**config.mk**
```make
export PLATFORM = sky130hd
export DESIGN_NAME = can_mode_wake_ctrl
export DESIGN_NICKNAME = d
export VERILOG_FILES = /design/src/verilog/xcvr_pkg.sv /design/src/verilog/state_filter_if.sv /design/src/verilog/bus_state_filter.sv /design/src/verilog/can_mode_wake_ctrl.sv
export SDC_FILE = /design/constraint.sdc
export NUM_CORES = 1
export LEC_CHECK = 0
export BUFFER_PORTS_ARGS = -buffer_cell sky130_fd_sc_hd__buf_4
export CORE_UTILIZATION = 55
export CTS_BUF_LIST = sky130_fd_sc_hd__clkbuf_2 sky130_fd_sc_hd__clkbuf_4 sky130_fd_sc_hd__clkbuf_8
export DETAILED_ROUTE_END_ITERATION = 6
export PLACE_DENSITY = 0.82
export SYNTH_ARGS = -nofsm -noshare
export SYNTH_HDL_FRONTEND = slang
export SYNTH_SLANG_ARGS = --single-unit
```
**constraint.sdc**
```tcl
create_clock -name clk -period 6.4 [get_ports clk]
set_input_delay 1.28 -clock clk [delete_from_list [all_inputs] [get_ports clk]]
set_output_delay 1.28 -clock clk [all_outputs]
set_load 0.03 [all_outputs]
```
**src/verilog/xcvr_pkg.sv**
```systemverilog
// Contract
// - thermal shutdown disables driver and blocks transmit path to bus
// - shutdown releases when over-temperature clears; input hysteresis prevents toggling
// - during thermal shutdown bus stays mid-biased and receive path works
// - io supply low gives protected state, bus and receive output high impedance
// - main low, io valid: select high standby-wake, low protected recessive
// - after undervoltage recovery normal mode only after mode transition time
// - floating transmit input defaults recessive
// - floating standby select defaults high, giving standby
// - standby select low gives normal, high gives standby
// - normal mode: driver and receiver on, receive output follows bus
// - standby: driver off, monitor on, receive high until wake pattern
// - standby weakly pulls both bus lines to ground
// - wake detector: filtered dominant, recessive, dominant; glitches keep progress
// - wake shown as falling edge, low for the filtered dominant
// - after wake, every further filtered dominant drives receive low
// - bus state counts filtered only when longer than filter time
// - filter time short enough for one 500k bit or two 1M bits
// - pattern incomplete at wake timeout resets detector, no wake
// - dominant is logic low on transmit and receive, recessive high
// - transmit dominant longer than limit disables driver until recessive
package xcvr_pkg;
  localparam int unsigned CLK_HZ = 10_000_000;
  localparam int unsigned TRANSMIT_DOMINANT_LIMIT_US = 1200;
  localparam int unsigned TRANSMIT_DOMINANT_CYCLES =
    TRANSMIT_DOMINANT_LIMIT_US * (CLK_HZ / 1_000_000);
  // wake filter: 1.5 us fits inside a 2 us bit at 500k and two 1 us bits at 1M
  localparam int unsigned WAKE_FILTER_TIME_NS = 1500;
  localparam int unsigned WAKE_FILTER_CYCLES = (WAKE_FILTER_TIME_NS * (CLK_HZ / 1_000_000)) / 1000;
  localparam int unsigned WAKE_WINDOW_LIMIT_US = 1000;
  localparam int unsigned WAKE_WINDOW_CYCLES = WAKE_WINDOW_LIMIT_US * (CLK_HZ / 1_000_000);
  localparam int unsigned MODE_TIME_US = 20;
  localparam int unsigned MODE_CYCLES = MODE_TIME_US * (CLK_HZ / 1_000_000);
  localparam logic DOMINANT = 1'b0;
  localparam logic RECESSIVE = 1'b1;
  typedef enum logic [1:0] {
    MODE_PROTECTED, MODE_STANDBY, MODE_WAIT, MODE_NORMAL
  } mode_t;
  typedef enum logic [1:0] {
    WAKE_IDLE, WAKE_SEEK_REC, WAKE_SEEK_DOM, WAKE_DONE
  } wake_state_t;
endpackage : xcvr_pkg
```
**src/verilog/state_filter_if.sv**
```systemverilog
`timescale 1ns/100ps
// filtered bus state events between the filter and the mode logic
interface state_filter_if;
  logic filt_dom;
  logic filt_rec;
  logic dom_level;
  modport source (output filt_dom, output filt_rec, output dom_level);
  modport sink (input filt_dom, input filt_rec, input dom_level);
endinterface : state_filter_if

```
**src/verilog/bus_state_filter.sv**
```systemverilog
`timescale 1ns/100ps
// qualifies a bus level that persists longer than the filter time
module bus_state_filter #(
  parameter int unsigned FILTER_CYCLES = xcvr_pkg::WAKE_FILTER_CYCLES
) (
  input wire logic clk,
  input wire logic rstn,
  input wire logic clk_en,
  input wire logic enable,
  input wire logic bus_level,
  state_filter_if.source filt
);
  import xcvr_pkg::*;
  // refuse filter lengths that the 16-bit counter cannot hold
  if (FILTER_CYCLES < 1 || FILTER_CYCLES > 65534) begin : g_bad_filter
    $error("bad filter length");
  end
  typedef struct packed {
    logic prev;
    logic [15:0] cnt;
    logic fired;
  } filt_state_t;
  filt_state_t s_q, s_d;
  // count restarts on each level change; event once the count passes the filter
  always_comb begin
    s_d = s_q;
    filt.filt_dom = 1'b0;
    filt.filt_rec = 1'b0;
    filt.dom_level = 1'b0;
    if (!enable) begin
      s_d.cnt = '0;
      s_d.fired = 1'b0;
      s_d.prev = RECESSIVE;
    end else if (bus_level != s_q.prev) begin
      s_d.prev = bus_level;
      s_d.cnt = '0;
      s_d.fired = 1'b0;
    end else if (!s_q.fired) begin
      if (s_q.cnt >= 16'(FILTER_CYCLES)) begin
        s_d.fired = 1'b1;
        filt.filt_dom = (bus_level == DOMINANT);
        filt.filt_rec = (bus_level == RECESSIVE);
      end else begin
        s_d.cnt = s_q.cnt + 16'h0001;
      end
    end
    filt.dom_level = enable && s_q.fired && (s_q.prev == DOMINANT);
  end
  always_ff @(posedge clk or negedge rstn) begin
    if (!rstn) begin
      s_q <= '{prev: 1'b1, cnt: 16'h0000, fired: 1'b0};
    end else if (clk_en) begin
      s_q <= s_d;
    end
  end
endmodule : bus_state_filter

```
**src/verilog/can_mode_wake_ctrl.sv**
```systemverilog
`timescale 1ns/100ps
// mode, protection and wake control of a high-speed bus transceiver
module can_mode_wake_ctrl #(
  parameter int unsigned DOM_LIMIT_CYCLES = xcvr_pkg::TRANSMIT_DOMINANT_CYCLES,
  parameter int unsigned WAKE_WINDOW = xcvr_pkg::WAKE_WINDOW_CYCLES,
  parameter int unsigned MODE_WAIT_CYCLES = xcvr_pkg::MODE_CYCLES,
  parameter int unsigned FILTER_CYCLES = xcvr_pkg::WAKE_FILTER_CYCLES,
  parameter bit SPLIT_SUPPLY = 1'b1
) (
  input wire logic clk,
  input wire logic rstn,
  input wire logic clk_en,
  input wire logic txd_in,
  input wire logic txd_driven,
  input wire logic standby_select,
  input wire logic standby_select_driven,
  input wire logic thermal_shutdown,
  input wire logic main_supply_low,
  input wire logic io_supply_low,
  input wire logic bus_rx_level,
  input wire logic bus_monitor_level,
  output logic bus_drive_dominant,
  output logic driver_enable,
  output logic bias_mid,
  output logic bias_ground,
  output logic main_rx_enable,
  output logic monitor_enable,
  output logic rxd_out,
  output logic rxd_oe_n,
  output xcvr_pkg::mode_t mode
);
  import xcvr_pkg::*;
  // refuse counts that the 24-bit counters cannot hold
  if (DOM_LIMIT_CYCLES < 1 || DOM_LIMIT_CYCLES >= 2 ** 24) begin : g_bad_dom_limit
    $error("bad dominant limit");
  end
  if (WAKE_WINDOW < 1 || WAKE_WINDOW >= 2 ** 24) begin : g_bad_wake_window
    $error("bad wake window");
  end
  if (MODE_WAIT_CYCLES < 1 || MODE_WAIT_CYCLES >= 2 ** 24) begin : g_bad_mode_time
    $error("bad mode time");
  end
  typedef struct packed {
    mode_t mode;
    wake_state_t wake;
    logic [23:0] mode_cnt;
    logic [23:0] win_cnt;
    logic [23:0] dom_cnt;
    logic dom_fault;
    logic txd_prev;
    logic rxd;
    logic drv_en;
    logic drv_dom;
    logic rxd_oe_n;
    logic mid;
    logic gnd;
    logic rx_en;
    logic mon_en;
  } ctrl_state_t;
  ctrl_state_t s_q, s_d;
  logic txd_eff;
  logic select_eff;
  logic uv_protect;
  logic standby_ok;
  state_filter_if filt_bus ();
  // floating pins fall back to their weak pull-ups
  assign txd_eff = txd_driven ? txd_in : RECESSIVE;
  assign select_eff = standby_select_driven ? standby_select : 1'b1;
  // protected state for any low supply; split-supply standby stays available
  assign standby_ok = SPLIT_SUPPLY && main_supply_low && !io_supply_low && select_eff;
  assign uv_protect = (main_supply_low || io_supply_low) && !standby_ok;
  bus_state_filter #(
    .FILTER_CYCLES(FILTER_CYCLES)
  ) u_filter (
    .clk(clk),
    .rstn(rstn),
    .clk_en(clk_en),
    .enable(s_q.mode == MODE_STANDBY),
    .bus_level(bus_monitor_level),
    .filt(filt_bus.source)
  );
  // next-state logic for mode, wake detector and dominant timeout
  always_comb begin
    s_d = s_q;
    s_d.txd_prev = txd_eff;
    unique case (s_q.mode)
      MODE_PROTECTED: begin
        if (!uv_protect) begin
          s_d.mode = select_eff ? MODE_STANDBY : MODE_WAIT;
          s_d.mode_cnt = '0;
        end
      end
      MODE_STANDBY: begin
        if (uv_protect) begin
          s_d.mode = MODE_PROTECTED;
        end else if (!select_eff && !main_supply_low) begin
          s_d.mode = MODE_NORMAL;
        end
      end
      MODE_WAIT: begin
        if (uv_protect) begin
          s_d.mode = MODE_PROTECTED;
        end else if (select_eff) begin
          s_d.mode = MODE_STANDBY;
        end else if (s_q.mode_cnt >= 24'(MODE_WAIT_CYCLES - 1)) begin
          s_d.mode = MODE_NORMAL;
        end else begin
          s_d.mode_cnt = s_q.mode_cnt + 24'h000001;
        end
      end
      MODE_NORMAL: begin
        if (uv_protect) begin
          s_d.mode = MODE_PROTECTED;
        end else if (select_eff) begin
          s_d.mode = MODE_STANDBY;
        end
      end
    endcase
    // wake pattern detector, active only in standby
    if (s_q.mode != MODE_STANDBY) begin
      s_d.wake = WAKE_IDLE;
      s_d.win_cnt = '0;
    end else begin
      unique case (s_q.wake)
        WAKE_IDLE: begin
          if (filt_bus.filt_dom) begin
            s_d.wake = WAKE_SEEK_REC;
            s_d.win_cnt = '0;
          end
        end
        WAKE_SEEK_REC, WAKE_SEEK_DOM: begin
          if (s_q.win_cnt >= 24'(WAKE_WINDOW - 1)) begin
            s_d.wake = WAKE_IDLE;
          end else begin
            s_d.win_cnt = s_q.win_cnt + 24'h000001;
            if (s_q.wake == WAKE_SEEK_REC && filt_bus.filt_rec) begin
              s_d.wake = WAKE_SEEK_DOM;
            end else if (s_q.wake == WAKE_SEEK_DOM && filt_bus.filt_dom) begin
              s_d.wake = WAKE_DONE;
            end
          end
        end
        WAKE_DONE: begin
          s_d.wake = WAKE_DONE;
        end
      endcase
    end
    // dominant timeout: falling edge starts, recessive clears
    if (s_q.mode != MODE_NORMAL || txd_eff == RECESSIVE) begin
      s_d.dom_cnt = '0;
      s_d.dom_fault = 1'b0;
    end else if (s_q.txd_prev == RECESSIVE) begin
      s_d.dom_cnt = '0;
    end else if (!s_q.dom_fault) begin
      if (s_q.dom_cnt >= 24'(DOM_LIMIT_CYCLES - 1)) begin
        s_d.dom_fault = 1'b1;
      end else begin
        s_d.dom_cnt = s_q.dom_cnt + 24'h000001;
      end
    end
    // pin and bias outputs per next mode
    s_d.drv_en = 1'b0;
    s_d.drv_dom = 1'b0;
    s_d.mid = 1'b0;
    s_d.gnd = 1'b0;
    s_d.rx_en = 1'b0;
    s_d.mon_en = 1'b0;
    s_d.rxd = RECESSIVE;
    s_d.rxd_oe_n = 1'b0;
    unique case (s_d.mode)
      MODE_PROTECTED: begin
        s_d.rxd_oe_n = main_supply_low && !io_supply_low ? 1'b0 : 1'b1;
      end
      MODE_STANDBY: begin
        s_d.gnd = 1'b1;
        s_d.mon_en = 1'b1;
        if (s_d.wake == WAKE_DONE) begin
          s_d.rxd = (s_q.wake == WAKE_DONE && filt_bus.dom_level) ? DOMINANT : RECESSIVE;
        end
      end
      MODE_WAIT: begin
        s_d.mid = 1'b1;
      end
      MODE_NORMAL: begin
        s_d.mid = 1'b1;
        s_d.rx_en = 1'b1;
        s_d.rxd = bus_rx_level;
        s_d.drv_en = !thermal_shutdown && !s_d.dom_fault;
        s_d.drv_dom = s_d.drv_en && (txd_eff == DOMINANT);
      end
    endcase
  end
  always_ff @(posedge clk or negedge rstn) begin
    if (!rstn) begin
      s_q <= '{mode: MODE_PROTECTED, wake: WAKE_IDLE, mode_cnt: 24'h000000,
               win_cnt: 24'h000000, dom_cnt: 24'h000000, dom_fault: 1'b0,
               txd_prev: 1'b1, rxd: 1'b1, drv_en: 1'b0, drv_dom: 1'b0,
               rxd_oe_n: 1'b1, mid: 1'b0, gnd: 1'b0, rx_en: 1'b0, mon_en: 1'b0};
    end else if (clk_en) begin
      s_q <= s_d;
    end
  end
  // outputs straight from the state register
  assign bus_drive_dominant = s_q.drv_dom;
  assign driver_enable = s_q.drv_en;
  assign bias_mid = s_q.mid;
  assign bias_ground = s_q.gnd;
  assign main_rx_enable = s_q.rx_en;
  assign monitor_enable = s_q.mon_en;
  assign rxd_out = s_q.rxd;
  assign rxd_oe_n = s_q.rxd_oe_n;
  assign mode = s_q.mode;
endmodule : can_mode_wake_ctrl

```
==> results of run 1 <==
==> per-stage QoR <==
stage          util [%]  std cells
2_1_floorplan         -        514
3_3_place_gp       59.4        620
3_5_place_dp       59.4        620
4_1_cts            61.8        636
5_1_grt            61.9        637
6_report           61.9        637
==> worst max-delay path, delay by kind of cell <==
| family | cells | cell delay (ps) |
|---|---|---|
| xor gates and xnor gates | 1 | 200 |
| buffers and inverters | 2 | 930 |
| and+or+nand+nor | 3 | 1490 |
==> state kept, by name (all words and copies together), names as in the netlist <==
signal	cells
s_q	76
bias_mid	1
main_rx_enable	1
bus_drive_dominant	1
u_filter.s_q	18
driver_enable	1
mode	2
monitor_enable	1
rxd_oe_n	1
rxd_out	1
==> final cells by class <==
cell class              instances  share of cell area, %
flip-flops and latches        103                   47.4
clock buffers                   9                   2.27
inverters                      12                  0.827
clock inverters                 7                   1.56
repair buffers                 23                   3.12
well taps                     108                   2.48
multi-input cells             375                   42.3
==> worst max path at each step <==
| stage | to | slack, ps |
|---|---|---|
| global route | s_q[17]$_DFFE_PN0P_ | 2400 |
| CTS | s_q[21]$_DFFE_PN0P_ | 2740 |
| global placement | s_q[17]$_DFFE_PN0P_ | 2440 |
| floorplan | s_q[58]$_DFFE_PN0P_ | 3740 |
| detailed placement | s_q[21]$_DFFE_PN0P_ | 2300 |
| finish | s_q[21]$_DFFE_PN0P_ | 2730 |
==> synthesized netlist by cell type, types with 4 or more instances <==
| cell type | n | share of area (%) |
|---|---|---|
| mux2i_1 | 5 | 0.99 |
| buf_2 | 5 | 0.50 |
| nand3_1 | 27 | 2.7 |
| a31oi_1 | 15 | 1.9 |
| xor2_1 | 12 | 2.1 |
| o21ai_0 | 14 | 1.4 |
| a21oi_1 | 14 | 1.4 |
| nor3_1 | 15 | 1.5 |
| inv_1 | 11 | 0.82 |
| and2_1 | 22 | 2.7 |
| nor2_1 | 74 | 5.5 |
| o31ai_1 | 24 | 3.6 |
| nand2b_1 | 7 | 0.87 |
| xnor2_1 | 6 | 1.0 |
| nor2b_1 | 10 | 1.2 |
| dfrtp_1 | 99 | 49 |
| a41oi_1 | 8 | 1.4 |
| nand4_1 | 11 | 1.4 |
| dfstp_2 | 4 | 2.1 |
| ha_1 | 8 | 2.0 |
| and3_1 | 18 | 2.2 |
| nor4_1 | 12 | 1.5 |
| clkbuf_1 | 16 | 1.2 |
| nand2_1 | 26 | 1.9 |
==> cell families (layout without fill, tap and decap cells) <==
group / count (synthesis) / after routing / synth area share (%)
muxes: 7 / 7 / 1.44
buffers and inverters: 36 / 51 / 3.03
DFF: 103 / 103 / 51.2
and+or+nand+nor: 238 / 238 / 24.1
xor gates and xnor gates: 18 / 18 / 3.13
adders and majority gates: 8 / 8 / 1.99
AOI/OAI and AO/OA: 104 / 104 / 15.1
==> per-layer routing <==
layer / routed length (um) / up-vias / GRT usage (%)
met5: 0 / - / 0
met4: 120 / 0 / 6.64
met3: 358 / 12 / 3.94
met2: 4620 / 113 / 36.2
met1: 4730 / 1922 / 29.4
li1: - / 1892 / -
==> power by group through the flow <==
| stage | registers (mW) | clock network, mW | logic (mW) |
|---|---|---|---|
| 2_1_floorplan | 0.683 | 0 | 0.0613 |
| 3_3_place_gp | 0.684 | 0 | 0.0911 |
| 3_5_place_dp | 0.685 | 0 | 0.0938 |
| 4_1_cts | 0.673 | 0.423 | 0.0942 |
| 5_1_grt | 0.674 | 0.442 | 0.105 |
| 6_report | 0.673 | 0.411 | 0.0945 |
==> flow_summary.toml, run 1 <==
[detailed_routing]
dr.pass1.iters = 7
wl_um = 9820
drc = 2
drtIter0Drc = 332
routedWlPerCell_um = 15.4
vias = 3939
ant_nets = 0
routed_via_density = 6.18

[pwr]
leakagePower_nw = 2.47
p_comb_share_pct = 8.0
clkPwrFrac_pct = 34.9
swShare_pct = 28.2
power_density_mw_per_mm2 = 216
power.total_mw = 1.18
intPower_uw = 845
p_switching_uw = 333
ir_worst_vdd_mv = 0.148
pwr-share-seq_pct = 57.1

[global_route]
grt_pass1_wl_um = 16900
grt_max_degree = 77
antenna_found_initial = 0
grt_usage_pct = 21.8
gr-total-overflow = 0
grt_pass1_vias = 3698

[timing]
setup_viol = 0
rsz0062_at_grt = "no"
worst_pin_slew_ps = 1270
layout_setup_ws_ps = 2730
setup_tns_ps = 0
hold_violations = 0
relSlewSlack_pct = 15.0
post-route-period-util_pct = 57.4
max_freq_ghz = 0.272
finalCriticalPeriod_ps = 3670
slew_violations = 0
hold_ws_ps = 498
clock_skew_ps = 14.1

[worst_setup_path]
reg2reg_slack_ps = 3510
required_ps = 6640
r2r-start = "mode[0]$_DFFE_PN0P_"
path_max_fanout = 30
critPathLaunch = "clk_en"
max_stage_delay_ps = 1220
ff2ff_path_depth = 4
cp_slowest_cell = "nor3_1"
timing.rr.end = "s_q[41]$_DFFE_PN0P_"
crit_arrival_ps = 3920
critical_path_class = "input port to flop"
cp_cell_sequence = "buf_4 -> clkinv_1 -> nor3_1 -> nand4_1 -> xor2_1 -> nor2_1"
crit_path_end_kind = "flop"
start_kind = "input port"

[floorplan]
die_area_mm2 = 0.00955
core_area_mm2 = 0.00881
start_util_pct = 57.2
die_width_um = 97.7
core.rowCount = 34
ios = 22
die_y_um = 97.7

[clock_tree]
post-cts-setup-buffer-count = 0
numClockSinks = 103
clock_path_buffers = 2
clock-root-buffer = "clkbuf_8"
clock_latency_ps = 380
cts_resized = 0
cts.htree.levels = 3
cts_made_buffers = 9
hold_buffers = 0
tritoncts = "done"
path_clk_slew_ps = 110

[outcome]
violations = "design-rule violations"
status = "complete, but fails checks"

[synth]
postSynthCellCount = 514
yosys_warnings = 0
ys_ff_latch = 103
synth_edf_count = 0
synthesis.nets = 534
synthDistinctLibCells = 58
synth.yosys.seq_area_share_pct = 51.2
syn_area_per_cell_um2 = 9.81
synth.cell_area_mm2 = 0.00504
synth_ff_type = "dfrtp_1"
synthArstFlopShare_pct = 100

[place]
place_hpwl_um = 6730
dp_slack_ps = 2300
placed_cell_area_mm2 = 0.00523
gp_congestion = 0.859
port_buffers = 21

[finish]
fin_area_mm2 = 0.00545
multi_input_area_mm2 = 0.00231
nNetsFinal = 544
mostFrequentLayoutCells = "99 x dfrtp_1, 74 x nor2_1, 27 x nand3_1"
drive_gt1_share_pct = 10.2
layout_commonest_cell = "dfrtp_1"
area_delta_synth_final_pct = 8.07
diodes = 0
layout.area.seq_mm2 = 0.00258
fill_cells = 702

[worst_hold_path]
hp-class = "flop to flop"
holdPathStages = 1
min_from = "s_q[30]$_DFFE_PN0P_"
hold-path-endpoint = "s_q[30]$_DFFE_PN0P_"

[flow_run]
cap_violations = 0
Power figures use the tool's default switching activity.
==> run 2, diff against run 1 <==
Clock period 6.4 ns to 3.4 ns, I/O delays scaled along.
==> flow_summary.toml, run 2 (same netlist as run 1, synthesis figures left out) <==
[outcome]
status = "complete, but fails checks"
violations = "design-rule violations"

[clock_tree]
clock_path_buffers = 2
clock_latency_ps = 370
numClockSinks = 103
hold_buffers = 0
cts.htree.levels = 3
post-cts-setup-buffer-count = 0
cts_resized = 0
tritoncts = "done"
cts_made_buffers = 9
clock-root-buffer = "clkbuf_8"
path_clk_slew_ps = 110

[worst_setup_path]
critical_path_class = "flop to flop"
required_ps = 3630
crit_path_end_kind = "flop"
path_max_fanout = 12
crit_arrival_ps = 3380
start_kind = "flop"

[place]
port_buffers = 21
place_inst = 625
gp_congestion = 0.855
dp_slack_ps = 365
place_hpwl_um = 7010
placed_cell_area_mm2 = 0.00527

[finish]
mostFrequentLayoutCells = "99 x dfrtp_1, 74 x nor2_1, 27 x nand3_1, 27 x buf_4, 26 x nand2_1"
area_delta_synth_final_pct = 8.59
post-route-util_pct = 62.2
fin_area_mm2 = 0.00547
drive_gt1_share_pct = 10.9
diodes = 0
largest_reg_flops = 76
nNetsFinal = 548
layout_commonest_cell = "dfrtp_1"
layout.cells.non_filler = 641
top_register = "s_q"

[pwr]
pwr-share-seq_pct = 56.8
intPower_mw = 1.67
p_comb_share_pct = 8.2
ir_worst_vdd_mv = 0.212
power_density_mw_per_mm2 = 407
p_switching_uw = 560
power.total_mw = 2.23
clkPwrFrac_pct = 35.0
swShare_pct = 25.2
leakagePower_nw = 2.50

[floorplan]
core_area_mm2 = 0.00881
start_util_pct = 57.2
ios = 22
die_width_um = 97.7
die_area_mm2 = 0.00955
core.rowCount = 34
die_y_um = 97.7

[timing]
hold_violations = 0
post-route-period-util_pct = 92.7
relSlewSlack_pct = 18.8
setup_tns_ps = 0
worst_pin_slew_ps = 1210
slew_violations = 0
finalCriticalPeriod_ps = 3150
max_freq_ghz = 0.317
rsz0062_at_grt = "no"
hold_ws_ps = 498
setup_viol = 0
layout_setup_ws_ps = 248
clock_skew_ps = 18.5

[detailed_routing]
drc = 2
dr.pass1.iters = 7
drtIter0Drc = 208
routedWlPerCell_um = 15.6
vias = 3941
wl_um = 10000
ant_nets = 0
routed_via_density = 6.15

[global_route]
grt_pass1_wl_um = 17600
grt_pass1_vias = 3844
grt_max_degree = 89
grt_usage_pct = 22.7
gr-total-overflow = 0
antenna_found_initial = 0

[worst_hold_path]
hp-class = "input port to async pin"

[flow_run]
cap_violations = 0
run 2: changes by cell type in the layout (fill, tap and decap cells not counted):
cell       before  now
buf_4          22   27
clkinv_8        3    0
clkbuf_4        0    2
buf_2           1    0
bufinv_16       0    1
inv_6           2    3
inv_8           1    0
run 2: worst max-delay path, stage by stage (launching register included):
cell,delay (ps)
dfrtp_1,430
inv_1,110
ha_1,380
nand4_1,170
o31a_1,310
o31ai_1,1000
and3_1,530
nor2_1,100
run 2: final cells by class:
class / instances / area [um2]
Sequential cell: 103 / 2580
Timing Repair Buffer: 27 / 203
Multi-Input combinational cell: 375 / 2310
Tap cell: 108 / 135
Inverter: 12 / 45.0
Clock buffer: 11 / 139
Clock inverter: 5 / 63.8
Fill cell: 715 / 3330
run 2: final timing paths:
path / start / cells past startpoint / slack (ps) / endpoint
max reg2reg: s_q[82]$_DFFE_PN0P_ / 7 / 250 / s_q[57]$_DFFE_PN0P_
max: s_q[82]$_DFFE_PN0P_ / 7 / 250 / s_q[57]$_DFFE_PN0P_
min in group clk: s_q[31]$_DFFE_PN0P_ / 1 / 500 / s_q[31]$_DFFE_PN0P_
max in group asynchronous: rstn / 2 / 2170 / s_q[58]$_DFFE_PN0P_
min: rstn / 1 / 500 / s_q[65]$_DFFE_PN0P_
min reg2reg: s_q[31]$_DFFE_PN0P_ / 1 / 500 / s_q[31]$_DFFE_PN0P_
run 2: routing by layer:
| metal | track usage, % | wire length (um) | vias to the layer above |
|---|---|---|---|
| met5 | 0 | 0 | - |
| met4 | 7.34 | 89 | 0 |
| met3 | 4.58 | 371 | 11 |
| met2 | 36.9 | 4860 | 94 |
| met1 | 31.0 | 4710 | 1942 |
| li1 | - | - | 1894 |
run 2: power by group through the flow:
| stage | Clock (mW) | Combinational, mW | Sequential (mW) |
|---|---|---|---|
| after detailed placement | 0 | 0.184 | 1.29 |
| after global placement | 0 | 0.178 | 1.29 |
| after floorplan | 0 | 0.115 | 1.29 |
| after global routing | 0.851 | 0.205 | 1.27 |
| after CTS | 0.800 | 0.184 | 1.26 |
| final | 0.779 | 0.183 | 1.26 |
==> run 3, diff against run 2 <==
Settings changed: ABC_AREA set to 1.
==> flow_summary.toml, run 3 <==
[outcome]
status = "completed"

[worst_setup_path]
start_kind = "flop"
cp_cell_sequence = "inv_1 -> ha_1 -> inv_1 -> o21ai_2 -> a21oi_4 -> o21ai_0"
path_max_fanout = 26
crit_arrival_ps = 2440
crit_path_end_kind = "flop"
cp_slowest_cell = "a21oi_4"
max_stage_delay_ps = 540
required_ps = 3630
ff2ff_path_depth = 6
cp_common_cell = "inv_1"
critical_path_class = "flop to flop"

[clock_tree]
path_clk_slew_ps = 100
numClockSinks = 103
clock_latency_ps = 370
clock_path_buffers = 2
cts_made_buffers = 9
cts.htree.levels = 3
tritoncts = "done"
clock-root-buffer = "clkbuf_8"
post-cts-setup-buffer-count = 0
cts_resized = 0
hold_buffers = 0

[finish]
drive_gt1_share_pct = 8.83
multi_input_area_mm2 = 0.00210
layout.area.seq_mm2 = 0.00258
fill_cells = 814
fin_area_mm2 = 0.00562
layout_commonest_cell = "nand2_1"
nNetsFinal = 706
area_delta_synth_final_pct = 7.85
largest_reg_flops = 76
mostFrequentLayoutCells = "145 x nand2_1, 105 x nor2_1, 104 x inv_1"
diodes = 0
top_register = "s_q"

[timing]
post-route-period-util_pct = 64.8
finalCriticalPeriod_ps = 2200
relSlewSlack_pct = 54.8
hold_violations = 0
setup_viol = 0
setup_tns_ps = 0
worst_pin_slew_ps = 678
clock_skew_ps = 13.8
slew_violations = 0
max_freq_ghz = 0.454
rsz0062_at_grt = "no"

[floorplan]
core.rowCount = 35
core_area_mm2 = 0.00920
die_y_um = 99.3
start_util_pct = 56.7
die_area_mm2 = 0.00987
ios = 22
die_width_um = 99.3

[detailed_routing]
vias = 4275
routed_via_density = 5.33
routedWlPerCell_um = 12.9
drtIter0Drc = 258
wl_um = 10400
ant_nets = 0
dr.pass1.iters = 5
drc = 0

[synth]
synth_ff_type = "dfrtp_1"
synth_most_common_cell = "nand2_1"
syn_area_per_cell_um2 = 7.76
yosys_warnings = 0
ys_ff_latch = 103
synth.cell_area_mm2 = 0.00521
synth_area_leader_cell = "dfrtp_1"
synthDominantCellAreaShare_pct = 47.6
synth_common_cells = "145 x nand2_1, 105 x nor2_1, 104 x inv_1"
synthesis.nets = 691
synthArstFlopShare_pct = 100
synth_area_leaders = "dfrtp_1 48%, nand2_1 10%, nor2_1 7.6%"
postSynthCellCount = 671
synth.yosys.seq_area_share_pct = 49.6
synthDistinctLibCells = 33
synth_edf_count = 0

[flow_run]
cap_violations = 0

[pwr]
power_density_mw_per_mm2 = 410
ir_worst_vdd_mv = 0.230
leakagePower_nw = 2.66

[global_route]
grt_max_degree = 56
gr-total-overflow = 0
grt_pass1_wl_um = 18100
antenna_found_initial = 0
grt_usage_pct = 23.1
grt_pass1_vias = 4107

[worst_hold_path]
hp-class = "input port to async pin"

[place]
gp_congestion = 0.901
place_hpwl_um = 7360
placed_cell_area_mm2 = 0.00541
port_buffers = 21
==> run 3: cell families after synthesis <==
| kind of cell | count (synthesis) | share of synthesized area (%) |
|---|---|---|
| xor+xnor | 15 | 2.52 |
| simple gates | 349 | 28.7 |
| buf+inv | 130 | 10.1 |
| compound gates | 66 | 7.16 |
| flops | 103 | 49.6 |
| fa+ha+maj | 8 | 1.92 |
==> run 3: metrics by stage <==
| step | total power [mW] | setup slack [ps] | hold slack (ps) | utilization, % | std cells |
|---|---|---|---|---|---|
| 5_1_grt | 2.40 | 915 | 397 | 61.1 | 802 |
| 3_3_place_gp | 1.52 | 1060 | 460 | 58.9 | 786 |
| 4_1_cts | 2.33 | 1190 | 360 | 61.1 | 802 |
| 2_1_floorplan | 1.46 | 1630 | 384 | - | 671 |
| 3_5_place_dp | 1.53 | 884 | 458 | 58.9 | 786 |
| 6_report | 2.30 | 1200 | 345 | 61.1 | 802 |
==> run 3: layout make-up <==
type                            count  share of cell area [%]
Clock buffer                       10                    2.34
Clock inverter                      6                    1.34
Inverter                          111                    7.46
Multi-Input combinational cell    438                    37.4
Sequential cell                   103                    46.0
Tap cell                          111                    2.47
Timing Repair Buffer               23                    3.07
==> run 3: worst paths after layout <==
check	start	endpoint	slack, ps
setup reg to reg	s_q[83]$_DFFE_PN0P_	s_q[46]$_DFFE_PN0P_	1200
hold / removal	rstn	u_filter.s_q[16]$_DFFE_PN0P_	340
setup / recovery	s_q[83]$_DFFE_PN0P_	s_q[46]$_DFFE_PN0P_	1200
hold reg to reg	rxd_out$_DFFE_PN1P_	rxd_out$_DFFE_PN1P_	480
max in group asynchronous	rstn	s_q[8]$_DFFE_PN1P_	2220
min in group clk	rxd_out$_DFFE_PN1P_	rxd_out$_DFFE_PN1P_	480
==> run 3: report_power, final <==
part | internal [mW] | switching [mW]
logic | 0.0615 | 0.177
clock network | 0.361 | 0.435
registers | 1.25 | 0.0232
==> run 3: critical path, delay by kind of cell, from the launching register on <==
kind / cells / cell delay (ps)
fa+ha+maj: 1 / 400
compound gates: 3 / 850
buf+inv: 2 / 390
flops: 1 / 430
==> run 3: routing by layer <==
metal  GRT usage [%]  up-vias  wire length [um]
met3            5.48       26               520
met1            29.4     1982              4640
li1                -     2140                 -
met4            10.4        0               287
met5               0        -                 0
met2            37.7      127              4910
